$ cat src/owrpr_pkg.sv
// Purpose: Shared constants for the single-wire RGB dimming receiver.
// Assumes: System clock of 125 MHz; all counts are in system clock cycles unless named.
// Notes:   Gamma turn-off counts are three linear segments joined end to end.
package owrpr_pkg;

    // System clock and the internal grayscale reference clock.
    localparam int CLK_PERIOD_NS     = 8;
    localparam int CLK_HZ            = 125_000_000;
    localparam int GRAYSCALE_REF_CLOCK_HZ          = 6_000_000;
    localparam int GRAYSCALE_REF_CLOCK_DIV         = CLK_HZ / GRAYSCALE_REF_CLOCK_HZ;

    // Bit period limits the host must keep; the measured value saturates at the top.
    localparam int BIT_PERIOD_MIN_NS = 1660;
    localparam int BIT_PERIOD_MAX_NS = 50000;
    localparam int BIT_PERIOD_MIN_CYC = (BIT_PERIOD_MIN_NS + CLK_PERIOD_NS - 1) / CLK_PERIOD_NS;
    localparam int BIT_PERIOD_MAX_CYC = BIT_PERIOD_MAX_NS / CLK_PERIOD_NS;

    // Gap lengths on the serial line in multiples of the measured bit period.
    localparam int PACKET_END_HOLD_PERIODS = 4;
    localparam int LATCH_HOLD_PERIODS      = 8;

    // Packet layout.
    localparam int          PACKET_BITS        = 32;
    localparam int          LEVEL_BITS         = 8;
    localparam int          CMD_LSB            = 24;
    localparam int          CH0_LSB            = 16;
    localparam int          CH1_LSB            = 8;
    localparam int          CH2_LSB            = 0;
    localparam logic [7:0]  WRITE_COMMAND_BYTE = 8'h3A;
    localparam logic [23:0] LATCH_RESET        = 24'h000000;
    localparam logic [31:0] SHIFT_RESET        = 32'h00000000;

    // Grayscale period length in reference clocks.
    localparam int PWM_PERIOD_GSCLKS = 1904;
    localparam int FINE_W            = 11;

    // Gamma segments: slope 2 up to code 7, slope 4 up to 31, slope 8 above.
    localparam logic [7:0]  GAMMA_KNEE_A = 8'h07;
    localparam logic [7:0]  GAMMA_KNEE_B = 8'h1F;
    localparam logic [10:0] GAMMA_BASE_A = 11'h00E;
    localparam logic [10:0] GAMMA_BASE_B = 11'h06E;

    // Receiver states.
    typedef enum logic [1:0] {
        RX_WAIT_FIRST = 2'b00,
        RX_MEASURE    = 2'b01,
        RX_SLOT       = 2'b10,
        RX_FORWARD    = 2'b11
    } owrpr_rx_state_t;

endpackage : owrpr_pkg

$ cat src/owrpr_sync.sv
// Purpose: Two-stage synchroniser for the serial input pin.
// Assumes: The input is asynchronous to clk.
// Notes:   Only the second stage leaves this module.
`timescale 1ns/10ps
module owrpr_sync (
    input  wire logic clk,
    input  wire logic rst_n,
    input  wire logic ce,
    input  wire logic asyncIn,
    output logic      syncOut
);
    logic stageOne;

    always_ff @(posedge clk or negedge rst_n) begin
        if (!rst_n) begin
            stageOne <= 1'b0;
            syncOut  <= 1'b0;
        end else if (ce) begin
            stageOne <= asyncIn;
            syncOut  <= stageOne;
        end
    end
endmodule : owrpr_sync

$ cat src/owrpr_channel.sv
// Purpose: One grayscale output with its on/off decision registered.
// Assumes: Counter and done flag come from the shared grayscale timebase.
// Notes:   A level of zero keeps the output off for the whole period.
`timescale 1ns/10ps
module owrpr_channel
    import owrpr_pkg::*;
(
    input  wire logic                  clk,
    input  wire logic                  rst_n,
    input  wire logic                  ce,
    input  wire logic                  forceOff,
    input  wire logic [LEVEL_BITS-1:0] level,
    input  wire logic [LEVEL_BITS-1:0] grayCount,
    input  wire logic                  periodDone,
    output logic                       pwmOut
);
    logic onNow;

    assign onNow = (level != 8'h00) && (grayCount != 8'h00) &&
                   (grayCount <= level) && !periodDone;

    always_ff @(posedge clk or negedge rst_n) begin
        if (!rst_n) begin
            pwmOut <= 1'b0;
        end else if (ce) begin
            if (forceOff) begin
                pwmOut <= 1'b0;
            end else begin
                pwmOut <= onNow;
            end
        end
    end
endmodule : owrpr_channel

$ cat src/owrpr_top.sv
// Purpose: Single-wire receiver, packet forwarding and gamma-corrected grayscale PWM.
// Assumes: Host keeps the bit period limits and sends packets most significant bit first.
// Notes:   The grayscale reference clock is derived from clk by a divider.
//
// Overview of operation
// - Hold an 8-bit level for each of the three outputs.
// - Grayscale counter advances on the grayscale reference clock.
// - At count one all outputs turn on, except those with level zero.
// - An output stays on while count is at or below its level.
// - Loading the latch clears the counter and forces all outputs off.
// - On-time follows a gamma curve: codes 1, 7, 255 end at 2, 14, 1902.
// - After power-on outputs stay off until non-zero data is latched.
// - Measure first two rising edges after power-up or latch as the bit period.
// - The measurement shifts two zero bits into the shift register.
// - Second edge before half the bit period is a one, else a zero.
// - A packet-end low gap freezes the shift register and starts forwarding.
// - A longer latch low gap copies shift data into the latch.
// - Copy the low 24 bits only when the top byte is the write command.
// - Bits 0-7 feed output 2, 8-15 output 1, 16-23 output 0.
`timescale 1ns/10ps
module owrpr_top
    import owrpr_pkg::*;
#(
    parameter int MAX_PERIOD_CYCLES = BIT_PERIOD_MAX_CYC,
    parameter int END_HOLD_PERIODS  = PACKET_END_HOLD_PERIODS,
    parameter int LAT_HOLD_PERIODS  = LATCH_HOLD_PERIODS,
    parameter int GS_DIVIDE         = GRAYSCALE_REF_CLOCK_DIV,
    parameter int PERIOD_GSCLKS     = PWM_PERIOD_GSCLKS
) (
    input  wire logic                  clk,
    input  wire logic                  rst_n,
    input  wire logic                  ce,
    input  wire logic                  serialLineIn,
    output logic                       serialLineOut,
    output logic [2:0]                 pwmOut,
    output logic [LEVEL_BITS-1:0]      levelChannelZero,
    output logic [LEVEL_BITS-1:0]      levelChannelOne,
    output logic [LEVEL_BITS-1:0]      levelChannelTwo
);
    localparam int TIMER_W = 24;
    localparam int DIV_W   = 8;

    // Turn-off count of a grayscale code along the gamma curve.
    function automatic logic [FINE_W-1:0] gammaTurnOff(input logic [7:0] code);
        logic [FINE_W-1:0] wide;
        wide = {3'b000, code};
        if (code <= GAMMA_KNEE_A) begin
            gammaTurnOff = FINE_W'(wide << 1);
        end else if (code <= GAMMA_KNEE_B) begin
            gammaTurnOff = FINE_W'(GAMMA_BASE_A + ((wide - {3'b000, GAMMA_KNEE_A}) << 2));
        end else begin
            gammaTurnOff = FINE_W'(GAMMA_BASE_B + ((wide - {3'b000, GAMMA_KNEE_B}) << 3));
        end
    endfunction : gammaTurnOff

    owrpr_rx_state_t   rxState;
    logic              lineSync;
    logic              lineDelayed;
    logic              lineRise;
    logic [TIMER_W-1:0] slotTimer;
    logic [TIMER_W-1:0] lowCount;
    logic [TIMER_W-1:0] bitPeriod;
    logic [TIMER_W-1:0] halfPeriod;
    logic [TIMER_W-1:0] endThreshold;
    logic [TIMER_W-1:0] latchThreshold;
    logic              slotDecided;
    logic [PACKET_BITS-1:0] shiftReg;
    logic [23:0]       grayLatch;
    logic              latchEvent;
    logic              loadLatch;
    logic              endEvent;
    logic              decideOne;
    logic              decideZero;

    logic [DIV_W-1:0]  divCount;
    logic              gsTick;
    logic [FINE_W-1:0] fineCount;
    logic [7:0]        grayCount;
    logic              periodDone;
    logic [LEVEL_BITS-1:0] chLevel [3];

    owrpr_sync u_sync (
        .clk     (clk),
        .rst_n   (rst_n),
        .ce      (ce),
        .asyncIn (serialLineIn),
        .syncOut (lineSync)
    );

    always_ff @(posedge clk or negedge rst_n) begin
        if (!rst_n) begin
            lineDelayed <= 1'b0;
        end else if (ce) begin
            lineDelayed <= lineSync;
        end
    end

    assign lineRise = lineSync && !lineDelayed;

    assign halfPeriod     = bitPeriod >> 1;
    assign endThreshold   = TIMER_W'(bitPeriod * TIMER_W'(END_HOLD_PERIODS));
    assign latchThreshold = TIMER_W'(bitPeriod * TIMER_W'(LAT_HOLD_PERIODS));

    assign decideOne  = (rxState == RX_SLOT) && lineRise && !slotDecided &&
                        (slotTimer < halfPeriod);
    assign decideZero = (rxState == RX_SLOT) && !lineRise && !slotDecided &&
                        (slotTimer >= halfPeriod);

    assign endEvent   = (rxState == RX_SLOT) && !lineSync && (lowCount >= endThreshold);

    assign latchEvent = ((rxState == RX_SLOT) || (rxState == RX_FORWARD)) &&
                        !lineSync && (lowCount >= latchThreshold);

    assign loadLatch  = latchEvent &&
                        (shiftReg[PACKET_BITS-1:CMD_LSB] == WRITE_COMMAND_BYTE);

    // Time since the current slot started, saturating.
    always_ff @(posedge clk or negedge rst_n) begin
        if (!rst_n) begin
            slotTimer <= '0;
        end else if (ce) begin
            if (lineRise && !decideOne) begin
                slotTimer <= '0;
            end else if (slotTimer != {TIMER_W{1'b1}}) begin
                slotTimer <= slotTimer + 1'b1;
            end
        end
    end

    // Length of the present low stretch on the line, saturating.
    always_ff @(posedge clk or negedge rst_n) begin
        if (!rst_n) begin
            lowCount <= '0;
        end else if (ce) begin
            if (lineSync) begin
                lowCount <= '0;
            end else if (lowCount != {TIMER_W{1'b1}}) begin
                lowCount <= lowCount + 1'b1;
            end
        end
    end

    // Receiver sequence control.
    always_ff @(posedge clk or negedge rst_n) begin
        if (!rst_n) begin
            rxState <= RX_WAIT_FIRST;
        end else if (ce) begin
            case (rxState)
                RX_WAIT_FIRST: begin
                    if (lineRise) begin
                        rxState <= RX_MEASURE;
                    end
                end
                RX_MEASURE: begin
                    if (lineRise) begin
                        rxState <= RX_SLOT;
                    end
                end
                RX_SLOT: begin
                    if (latchEvent) begin
                        rxState <= RX_WAIT_FIRST;
                    end else if (endEvent) begin
                        rxState <= RX_FORWARD;
                    end
                end
                RX_FORWARD: begin
                    if (latchEvent) begin
                        rxState <= RX_WAIT_FIRST;
                    end
                end
                default: begin
                    rxState <= RX_WAIT_FIRST;
                end
            endcase
        end
    end

    always_ff @(posedge clk or negedge rst_n) begin
        if (!rst_n) begin
            bitPeriod <= TIMER_W'(MAX_PERIOD_CYCLES);
        end else if (ce) begin
            if ((rxState == RX_MEASURE) && lineRise) begin
                if (slotTimer > TIMER_W'(MAX_PERIOD_CYCLES)) begin
                    bitPeriod <= TIMER_W'(MAX_PERIOD_CYCLES);
                end else begin
                    bitPeriod <= slotTimer;
                end
            end
        end
    end

    // A slot is open until its bit has been decided.
    always_ff @(posedge clk or negedge rst_n) begin
        if (!rst_n) begin
            slotDecided <= 1'b1;
        end else if (ce) begin
            if (rxState != RX_SLOT && !(rxState == RX_MEASURE && lineRise)) begin
                slotDecided <= 1'b1;
            end else if (decideOne || decideZero) begin
                slotDecided <= 1'b1;
            end else if (lineRise) begin
                slotDecided <= 1'b0;
            end
        end
    end

    // Shift register, filled from the low end, frozen outside the slot phase except for two zeros shifted at the end of measurement.
    always_ff @(posedge clk or negedge rst_n) begin
        if (!rst_n) begin
            shiftReg <= SHIFT_RESET;
        end else if (ce) begin
            if ((rxState == RX_MEASURE) && lineRise) begin
                shiftReg <= {shiftReg[PACKET_BITS-3:0], 2'b00};
            end else if (decideOne) begin
                shiftReg <= {shiftReg[PACKET_BITS-2:0], 1'b1};
            end else if (decideZero) begin
                shiftReg <= {shiftReg[PACKET_BITS-2:0], 1'b0};
            end
        end
    end

    always_ff @(posedge clk or negedge rst_n) begin
        if (!rst_n) begin
            serialLineOut <= 1'b0;
        end else if (ce) begin
            serialLineOut <= (rxState == RX_FORWARD) && lineSync;
        end
    end

    always_ff @(posedge clk or negedge rst_n) begin
        if (!rst_n) begin
            grayLatch <= LATCH_RESET;
        end else if (ce) begin
            if (loadLatch) begin
                grayLatch <= shiftReg[23:0];
            end
        end
    end

    assign levelChannelZero = grayLatch[CH0_LSB +: LEVEL_BITS];
    assign levelChannelOne  = grayLatch[CH1_LSB +: LEVEL_BITS];
    assign levelChannelTwo  = grayLatch[CH2_LSB +: LEVEL_BITS];
    assign chLevel[0]       = levelChannelZero;
    assign chLevel[1]       = levelChannelOne;
    assign chLevel[2]       = levelChannelTwo;

    // Divider that stands in for the internal grayscale oscillator.
    always_ff @(posedge clk or negedge rst_n) begin
        if (!rst_n) begin
            divCount <= '0;
        end else if (ce) begin
            if (divCount == DIV_W'(GS_DIVIDE - 1)) begin
                divCount <= '0;
            end else begin
                divCount <= divCount + 1'b1;
            end
        end
    end

    assign gsTick = (divCount == DIV_W'(GS_DIVIDE - 1));

    // Fine count of reference clocks within one grayscale period.
    always_ff @(posedge clk or negedge rst_n) begin
        if (!rst_n) begin
            fineCount <= '0;
        end else if (ce) begin
            if (loadLatch) begin
                fineCount <= '0;
            end else if (gsTick) begin
                if (fineCount == FINE_W'(PERIOD_GSCLKS - 1)) begin
                    fineCount <= '0;
                end else begin
                    fineCount <= fineCount + 1'b1;
                end
            end
        end
    end

    // Grayscale counter steps at each gamma turn-off point.
    always_ff @(posedge clk or negedge rst_n) begin
        if (!rst_n) begin
            grayCount <= 8'h00;
        end else if (ce) begin
            if (loadLatch) begin
                grayCount <= 8'h00;
            end else if (gsTick) begin
                if (fineCount == FINE_W'(PERIOD_GSCLKS - 1)) begin
                    grayCount <= 8'h00;
                end else if (fineCount == '0) begin
                    grayCount <= 8'h01;
                end else if ((grayCount != 8'hFF) &&
                             (fineCount + 1'b1 == gammaTurnOff(grayCount))) begin
                    grayCount <= grayCount + 1'b1;
                end
            end
        end
    end

    // Marks that even the full-scale code has reached its turn-off point.
    always_ff @(posedge clk or negedge rst_n) begin
        if (!rst_n) begin
            periodDone <= 1'b0;
        end else if (ce) begin
            if (loadLatch) begin
                periodDone <= 1'b0;
            end else if (gsTick) begin
                if (fineCount == FINE_W'(PERIOD_GSCLKS - 1)) begin
                    periodDone <= 1'b0;
                end else if ((grayCount == 8'hFF) &&
                             (fineCount + 1'b1 == gammaTurnOff(8'hFF))) begin
                    periodDone <= 1'b1;
                end
            end
        end
    end

    generate
        for (genvar ch = 0; ch < 3; ch++) begin : g_channel
            owrpr_channel u_channel (
                .clk        (clk),
                .rst_n      (rst_n),
                .ce         (ce),
                .forceOff   (loadLatch),
                .level      (chLevel[ch]),
                .grayCount  (grayCount),
                .periodDone (periodDone),
                .pwmOut     (pwmOut[ch])
            );
        end
    endgenerate

endmodule : owrpr_top

$ cat config.mk
export PLATFORM = sky130hd
export DESIGN_NAME = owrpr_top
export DESIGN_NICKNAME = d
export VERILOG_FILES = /design/src/owrpr_pkg.sv /design/src/owrpr_sync.sv /design/src/owrpr_channel.sv /design/src/owrpr_top.sv
export SDC_FILE = /design/constraint.sdc
export NUM_CORES = 1
export LEC_CHECK = 0
export ABC_AREA = 0
export BUFFER_PORTS_ARGS = -buffer_cell sky130_fd_sc_hd__clkbuf_2
export CORE_ASPECT_RATIO = 0.75
export CORE_UTILIZATION = 45
export CTS_CLUSTER_SIZE = 40
export DETAILED_ROUTE_END_ITERATION = 10
export GPL_ROUTABILITY_DRIVEN = 0
export PLACE_DENSITY_LB_ADDON = 0.2
export SYNTH_ARGS = -nofsm -noshare
export SYNTH_HDL_FRONTEND = slang
export SYNTH_SLANG_ARGS = --single-unit
$ cat constraint.sdc
create_clock -name clk -period 3.2 [get_ports clk]
set_input_delay 0.48 -clock clk [delete_from_list [all_inputs] [get_ports clk]]
set_output_delay 0.48 -clock clk [all_outputs]
set_load 0.02 [all_outputs]
# Yosys cells after proc, flatten, opt, wreduce, memory -nomap -nowiden

Index checks and enable logic that the tools add are counted.

Mux-type cells: 40
Magnitude comparators: 10
Eq/ne operators: 17
Reduce and logical (&&, ||, !) cells: 59
$add $sub $neg: 9

Operators with widths:

| operator                                                                          | count |
|---|---|
| 24-bit 2-to-1 mux                                                                 | 5 |
| 11-bit 2-to-1 mux                                                                 | 10 |
| 32-bit 2-to-1 mux                                                                 | 3 |
| 24-bit by 1-bit adder with 24-bit output, second input constant                   | 2 |
| 24-bit >= comparator                                                              | 2 |
| 8-bit 2-to-1 mux                                                                  | 6 |
| 24-bit inequality test, second input constant                                     | 2 |
| 8-bit nonzero test                                                                | 4 |
| 1-bit logical AND                                                                 | 27 |
| 24-bit by 23-bit >= comparator with 1-bit output                                  | 1 |
| 24-bit by 13-bit greater-than comparator with 1-bit output, second input constant | 1 |
| 8-bit less-or-equal comparator                                                    | 3 |
| 24-bit by 23-bit < comparator with 1-bit output                                   | 1 |
| 11-bit equality test, second input constant                                       | 2 |
| 8-bit by 1-bit adder with 8-bit output, second input constant                     | 2 |
| 2-bit AND reduction                                                               | 7 |
| 11-bit by 1-bit adder with 11-bit output, second input constant                   | 1 |
| 4-bit by 11-bit adder with 11-bit output, first input constant                    | 1 |
| 7-bit by 11-bit adder with 11-bit output, first input constant                    | 1 |
| 11-bit equality test                                                              | 1 |
| 11-bit zero test                                                                  | 1 |
| 1-bit 2-to-1 mux                                                                  | 10 |
| 2-bit 2-to-1 mux                                                                  | 5 |
| 3-bit nonzero test                                                                | 3 |
| other kinds (20)                                                                  | 34 |

Flip-flop bits (word level): 166
Word-level logic and storage cells: 153
Output and inout port bits: 28
Bits of input ports: 4

# Logic depth before layout (Yosys ltp)

Depth after elaboration: 16
Mapped depth: 13
Depth with buffers taken out: 10

# Hierarchy

Synthesis repeated with hierarchy kept, for this count alone.

Cell total of the unflattened synthesis: 1,135
Area, all modules: 10,991.8 um^2

Modules (own cells, without submodules):

| module        | area an instance (um^2) | seq. area each (um^2) | instances | cells each |
|---|---|---|---|---|
| owrpr_top     | 10,055.9                | 4,037.6               | 1         | 1,014 |
| owrpr_channel | 287.8                   | 25.0                  | 3         | 39 |
| owrpr_sync    | 72.6                    | 50.0                  | 1         | 4 |

# Worst setup path after synthesis

Ideal clock, no wire load.

Path type: register -> register
Start: reg grayCount[0]
End: reg grayCount[3]
Clock period less this slack: 3.113 ns
Path buffers: 3
Required time: 3.077 ns
Cell stages (with the launch flop): 14
Slack: 0.087 ns
Arrival: 2.990 ns
Setup time: 0.123 ns
Path through: dfrtp_1 buf_2 buf_4 inv_1 ha_1 clkbuf_1 xor2_1 mux2_4 o21ai_0 or3_1 a2111o_1 nor4_4 nand4_1 mux2i_1

Word-level cells in the longest chain between the ends: 13
Elaborated cells between the ends (all ways): 24
Classes of those cells: add/sub (5); order compare (2); eq/ne (2); mux (12); reduce/logical (3)

Ends and longest elaborated chain:

| what                                                                                                              | line                             | text |
|---|---|---|
| from (decl)                                                                                                       | owrpr_top.sv:78                  | `logic [7:0] grayCount;` |
| from (signal assigned)                                                                                            | owrpr_top.sv:293                 | `grayCount <= grayCount + 1'b1;` |
| 8-bit by 3-bit subtractor with 9-bit output / 8-bit by 5-bit subtractor with 8-bit output (equally long branches) | owrpr_top.sv:50, owrpr_top.sv:52 |  |
| 4-bit by 11-bit adder with 11-bit output / 7-bit by 11-bit adder with 11-bit output (equally long branches)       | owrpr_top.sv:50, owrpr_top.sv:52 |  |
| 11-bit 2-to-1 mux                                                                                                 | owrpr_top.sv:49                  | `end else if (code <= GAMMA_KNEE_B) begin` |
| 11-bit 2-to-1 mux                                                                                                 | owrpr_top.sv:47                  | `if (code <= GAMMA_KNEE_A) begin` |
| 11-bit 2-to-1 mux                                                                                                 | owrpr_top.sv:289                 | `end else if (fineCount == '0) begin` |
| 11-bit 2-to-1 mux                                                                                                 | owrpr_top.sv:287                 | `if (fineCount == FINE_W'(PERIOD_GSCLKS - 1)) begin` |
| 11-bit 2-to-1 mux                                                                                                 | owrpr_top.sv:286                 | `end else if (gsTick) begin` |
| 11-bit 2-to-1 mux                                                                                                 | owrpr_top.sv:284                 | `if (loadLatch) begin` |
| 11-bit 2-to-1 mux                                                                                                 | owrpr_top.sv:283                 | `end else if (ce) begin` |
| 11-bit equality test                                                                                              | owrpr_top.sv:292                 | `(fineCount + 1'b1 == gammaTurnOff(grayCount))) begin` |
| 1-bit logical AND                                                                                                 | owrpr_top.sv:291                 | `end else if ((grayCount != 8'hFF) &&` |
| 4-bit nonzero test (no source line)                                                                               | -                                |  |
| 3-bit AND reduction (no source line)                                                                              | -                                |  |

Parallel ways exist; a longest one is shown, timed or not. The select of a mux whose other input is x is not followed.
A chain may end at the register's enable or synchronous reset.

# Final worst setup path

Start: reg grayCount[1]
End: reg grayCount[3]

Same word-level chain as after synthesis.

==> flow_metrics.py <==
metrics = {
    "run_status": {
        "outcome": "completed",
    },
    "final_layout": {
        "area_growth_pct": 13.4,
        "drive_gt1_frac": 0.178,
        "num_antenna_cells": 0,
        "final_area_um2": 12600,
        "final_nets": 1351,
    },
    "sta": {
        "period_minus_slack_ps": 3030,
        "fin_setup_tns_ps": 0,
        "fmax_mhz": 330,
        "relSlewSlack": 0.591,
        "final.setup_skew_ps": 13.2,
        "grt_setup_unrepaired": "false",
        "fin_crit_sh": 0.946,
        "worstMarginPinSlew_ps": 614,
        "setup_viol": 0,
        "hold_violations": 0,
        "drv_slew": 0,
    },
    "grt": {
        "grt_overflow": 0,
        "grt_pass1_vias": 8191,
        "grt_pass1_wl_um": 44400,
        "grt_antenna_before_repair": 0,
        "grt_max_degree": 62,
        "track_usage": 0.223,
    },
    "flow_run": {
        "maxCapViolCount": 0,
    },
    "critical_path": {
        "cpPeakStageDelay_ps": 440,
        "cp_top_family": "compound AO/OA/AOI/OAI gates",
        "worst-path-max-fanout": 11,
        "required_ps": 3530,
        "path_cells": "buf_4 -> ha_1 -> or4_1 -> o211ai_1 -> xor2_1 -> a211o_1 -> a2111o_1 -> nor4_4 -> buf_4 -> nand4_1 -> mux2i_1",
        "crit_path_start_kind": "flop",
        "crit_cells": 11,
        "cpMaxStageDelayCell": "dfrtp_1",
        "worstSetupPathType": "flop to flop",
        "worstSetupEndpointType": "flop",
        "critPathBufInv": 2,
        "rr_worst_depth": 11,
        "cpMostUsedCell": "buf_4",
        "arrival_ps": 3360,
    },
    "clock_tree": {
        "clock_sinks": 166,
        "cts-root-buf": "clkbuf_16",
        "clk_pin_slew_worst_paths_ps": 70,
        "clk_latency_ps": 440,
        "cts_tree": "yes",
        "htree_levels": 4,
        "cts_hold_buf": 0,
        "postCtsSetupBuffers": 0,
        "cts_made_buffers": 17,
        "clk_path_buf_depth": 2,
        "cts_resized": 0,
    },
    "synth": {
        "syn-cell-area_um2": 11100,
        "synth-seq-area-share": 0.376,
        "syn_avg_cell_area_um2": 9.35,
        "synthArstFlopShare": 1.00,
        "yosysWarnings": 0,
        "synthCells": 1184,
        "synth_seq_cells": 166,
        "synth-edff-count": 0,
        "syn-num-nets": 1289,
        "synth_cell_types": 73,
        "ys.flop_type": "dfrtp_1",
    },
    "drt": {
        "ant_nets": 0,
        "wl_per_cell_um": 16.8,
        "drt_iter0_drc": 621,
        "drt_wl_total_um": 26700,
        "firstDrtPassIters": 7,
        "drc": 0,
        "vias_per_cell": 5.54,
        "vias": 8814,
    },
    "floorplanning": {
        "fp-row-count": 49,
        "ios": 32,
        "die-area_um2": 25200,
        "core_um2": 24000,
        "die_w_um": 183,
        "die_y_um": 138,
        "start_util": 0.461,
    },
    "worst_hold_path": {
        "hold_path.class": "primary input to asynchronous set/reset pin",
    },
    "place": {
        "place_area_um2": 12000,
        "port_buffers": 31,
        "dpl.hpwl_um": 19700,
    },
    "pwr": {
        "power-per-cell-area_nw_per_um2": 479,
        "ir_worst_vdd_uv": 408,
        "p_leak_uw": 0.00631,
    },
}
routing by layer:
| layer | global-route usage | wire length, um | vias up |
|---|---|---|---|
| met5 | 0 | 0 | - |
| met4 | 0.0579 | 222 | 0 |
| met3 | 0.0338 | 1090 | 20 |
| met2 | 0.310 | 10900 | 177 |
| met1 | 0.354 | 14500 | 4265 |
| li1 | - | - | 4352 |
area by class of cell:
cell class	instances	area [um^2]
multi-input combinational	889	6410
clock buffer	19	453
fill	2230	11500
timing repair buffer	98	702
inverter	74	278
clock inverter	13	136
sequential	166	4160
tap	331	414
final timing paths:
path / start / end / slack (ps)
max: grayCount[1] / grayCount[3] / 170
min: rst_n / lowCount[0] / 20
max reg2reg: grayCount[1] / grayCount[3] / 170
min reg2reg: divCount[7] / divCount[7] / 480
max in group asynchronous: rst_n / slotDecided / 2390
min in group clk: serialLineIn / u_sync.stageOne / 300
cells in the mapped netlist (30+ instances only):
library cell    n  share of area
o21ai_0        64          0.029
nand2_1       106          0.036
xor2_1         32          0.025
mux2_2         67          0.068
nor2_1        103          0.035
xnor2_1        36          0.028
a21oi_1        40          0.018
dfrtp_1       159           0.36
inv_1          74          0.025
ha_1          101           0.11
nand3_1        37          0.017
nand4_1        36          0.020
clkbuf_1       30          0.010
registers in the layout, indices dropped and copies added, names as in the netlist, 2 cells and up:
name                        count
chLevel                        24
g_channel.u_channel.pwmOut      3
divCount                        8
slotTimer                      24
fineCount                      11
grayCount                       8
bitPeriod                      24
shiftReg                       32
lowCount                       24
rxState                         2
stage by stage:
stage	worst slack [ps]	power (uW)	util	cells	hold WS, ps
final	172	6010	0.522	1590	23.9
after global routing	17.8	6390	0.522	1590	64.7
after CTS	118	6050	0.522	1590	38.8
after detailed placement	129	3950	0.497	1558	467
after global placement	213	3900	0.497	1558	470
after floorplan	86.6	3500	-	1184	184
report_power, final:
part / internal [uW] / switching, uW / leakage (uW)
clock network: 1140 / 936 / 0.000298
logic: 547 / 839 / 0.00395
registers: 2380 / 170 / 0.00206
total: 4070 / 1940 / 0.00631
cells by family (layout without fill, tap and decap cells):
kind of cell    Yosys count  count (layout)  synth area share
flops                   166             166             0.376
xor+xnor                 69              69            0.0558
buf+inv                 129             204            0.0478
fa+ha+maj               101             101             0.114
compound gates          221             221             0.133
simple gates            418             418             0.193
mux                      80              80            0.0804
placed cells by master (no fill, tap or decap), drive strengths merged, types with 12 or more instances in the layout:
cell type	netlist	final
mux2i	12	12
xnor2	36	36
ha	101	101
nor2b	14	14
mux2	68	68
nor4	20	20
xor2	32	32
o21a	13	13
and4	14	14
dfrtp	159	159
o21ai	64	64
clkbuf	31	49
nor3	18	18
nand2	106	106
a21o	22	22
nor2	103	103
and3	17	17
a21oi	40	40
inv	74	82
buf	24	68
nand4	36	36
nand3	37	37
(Power assumes the default switching activity.)
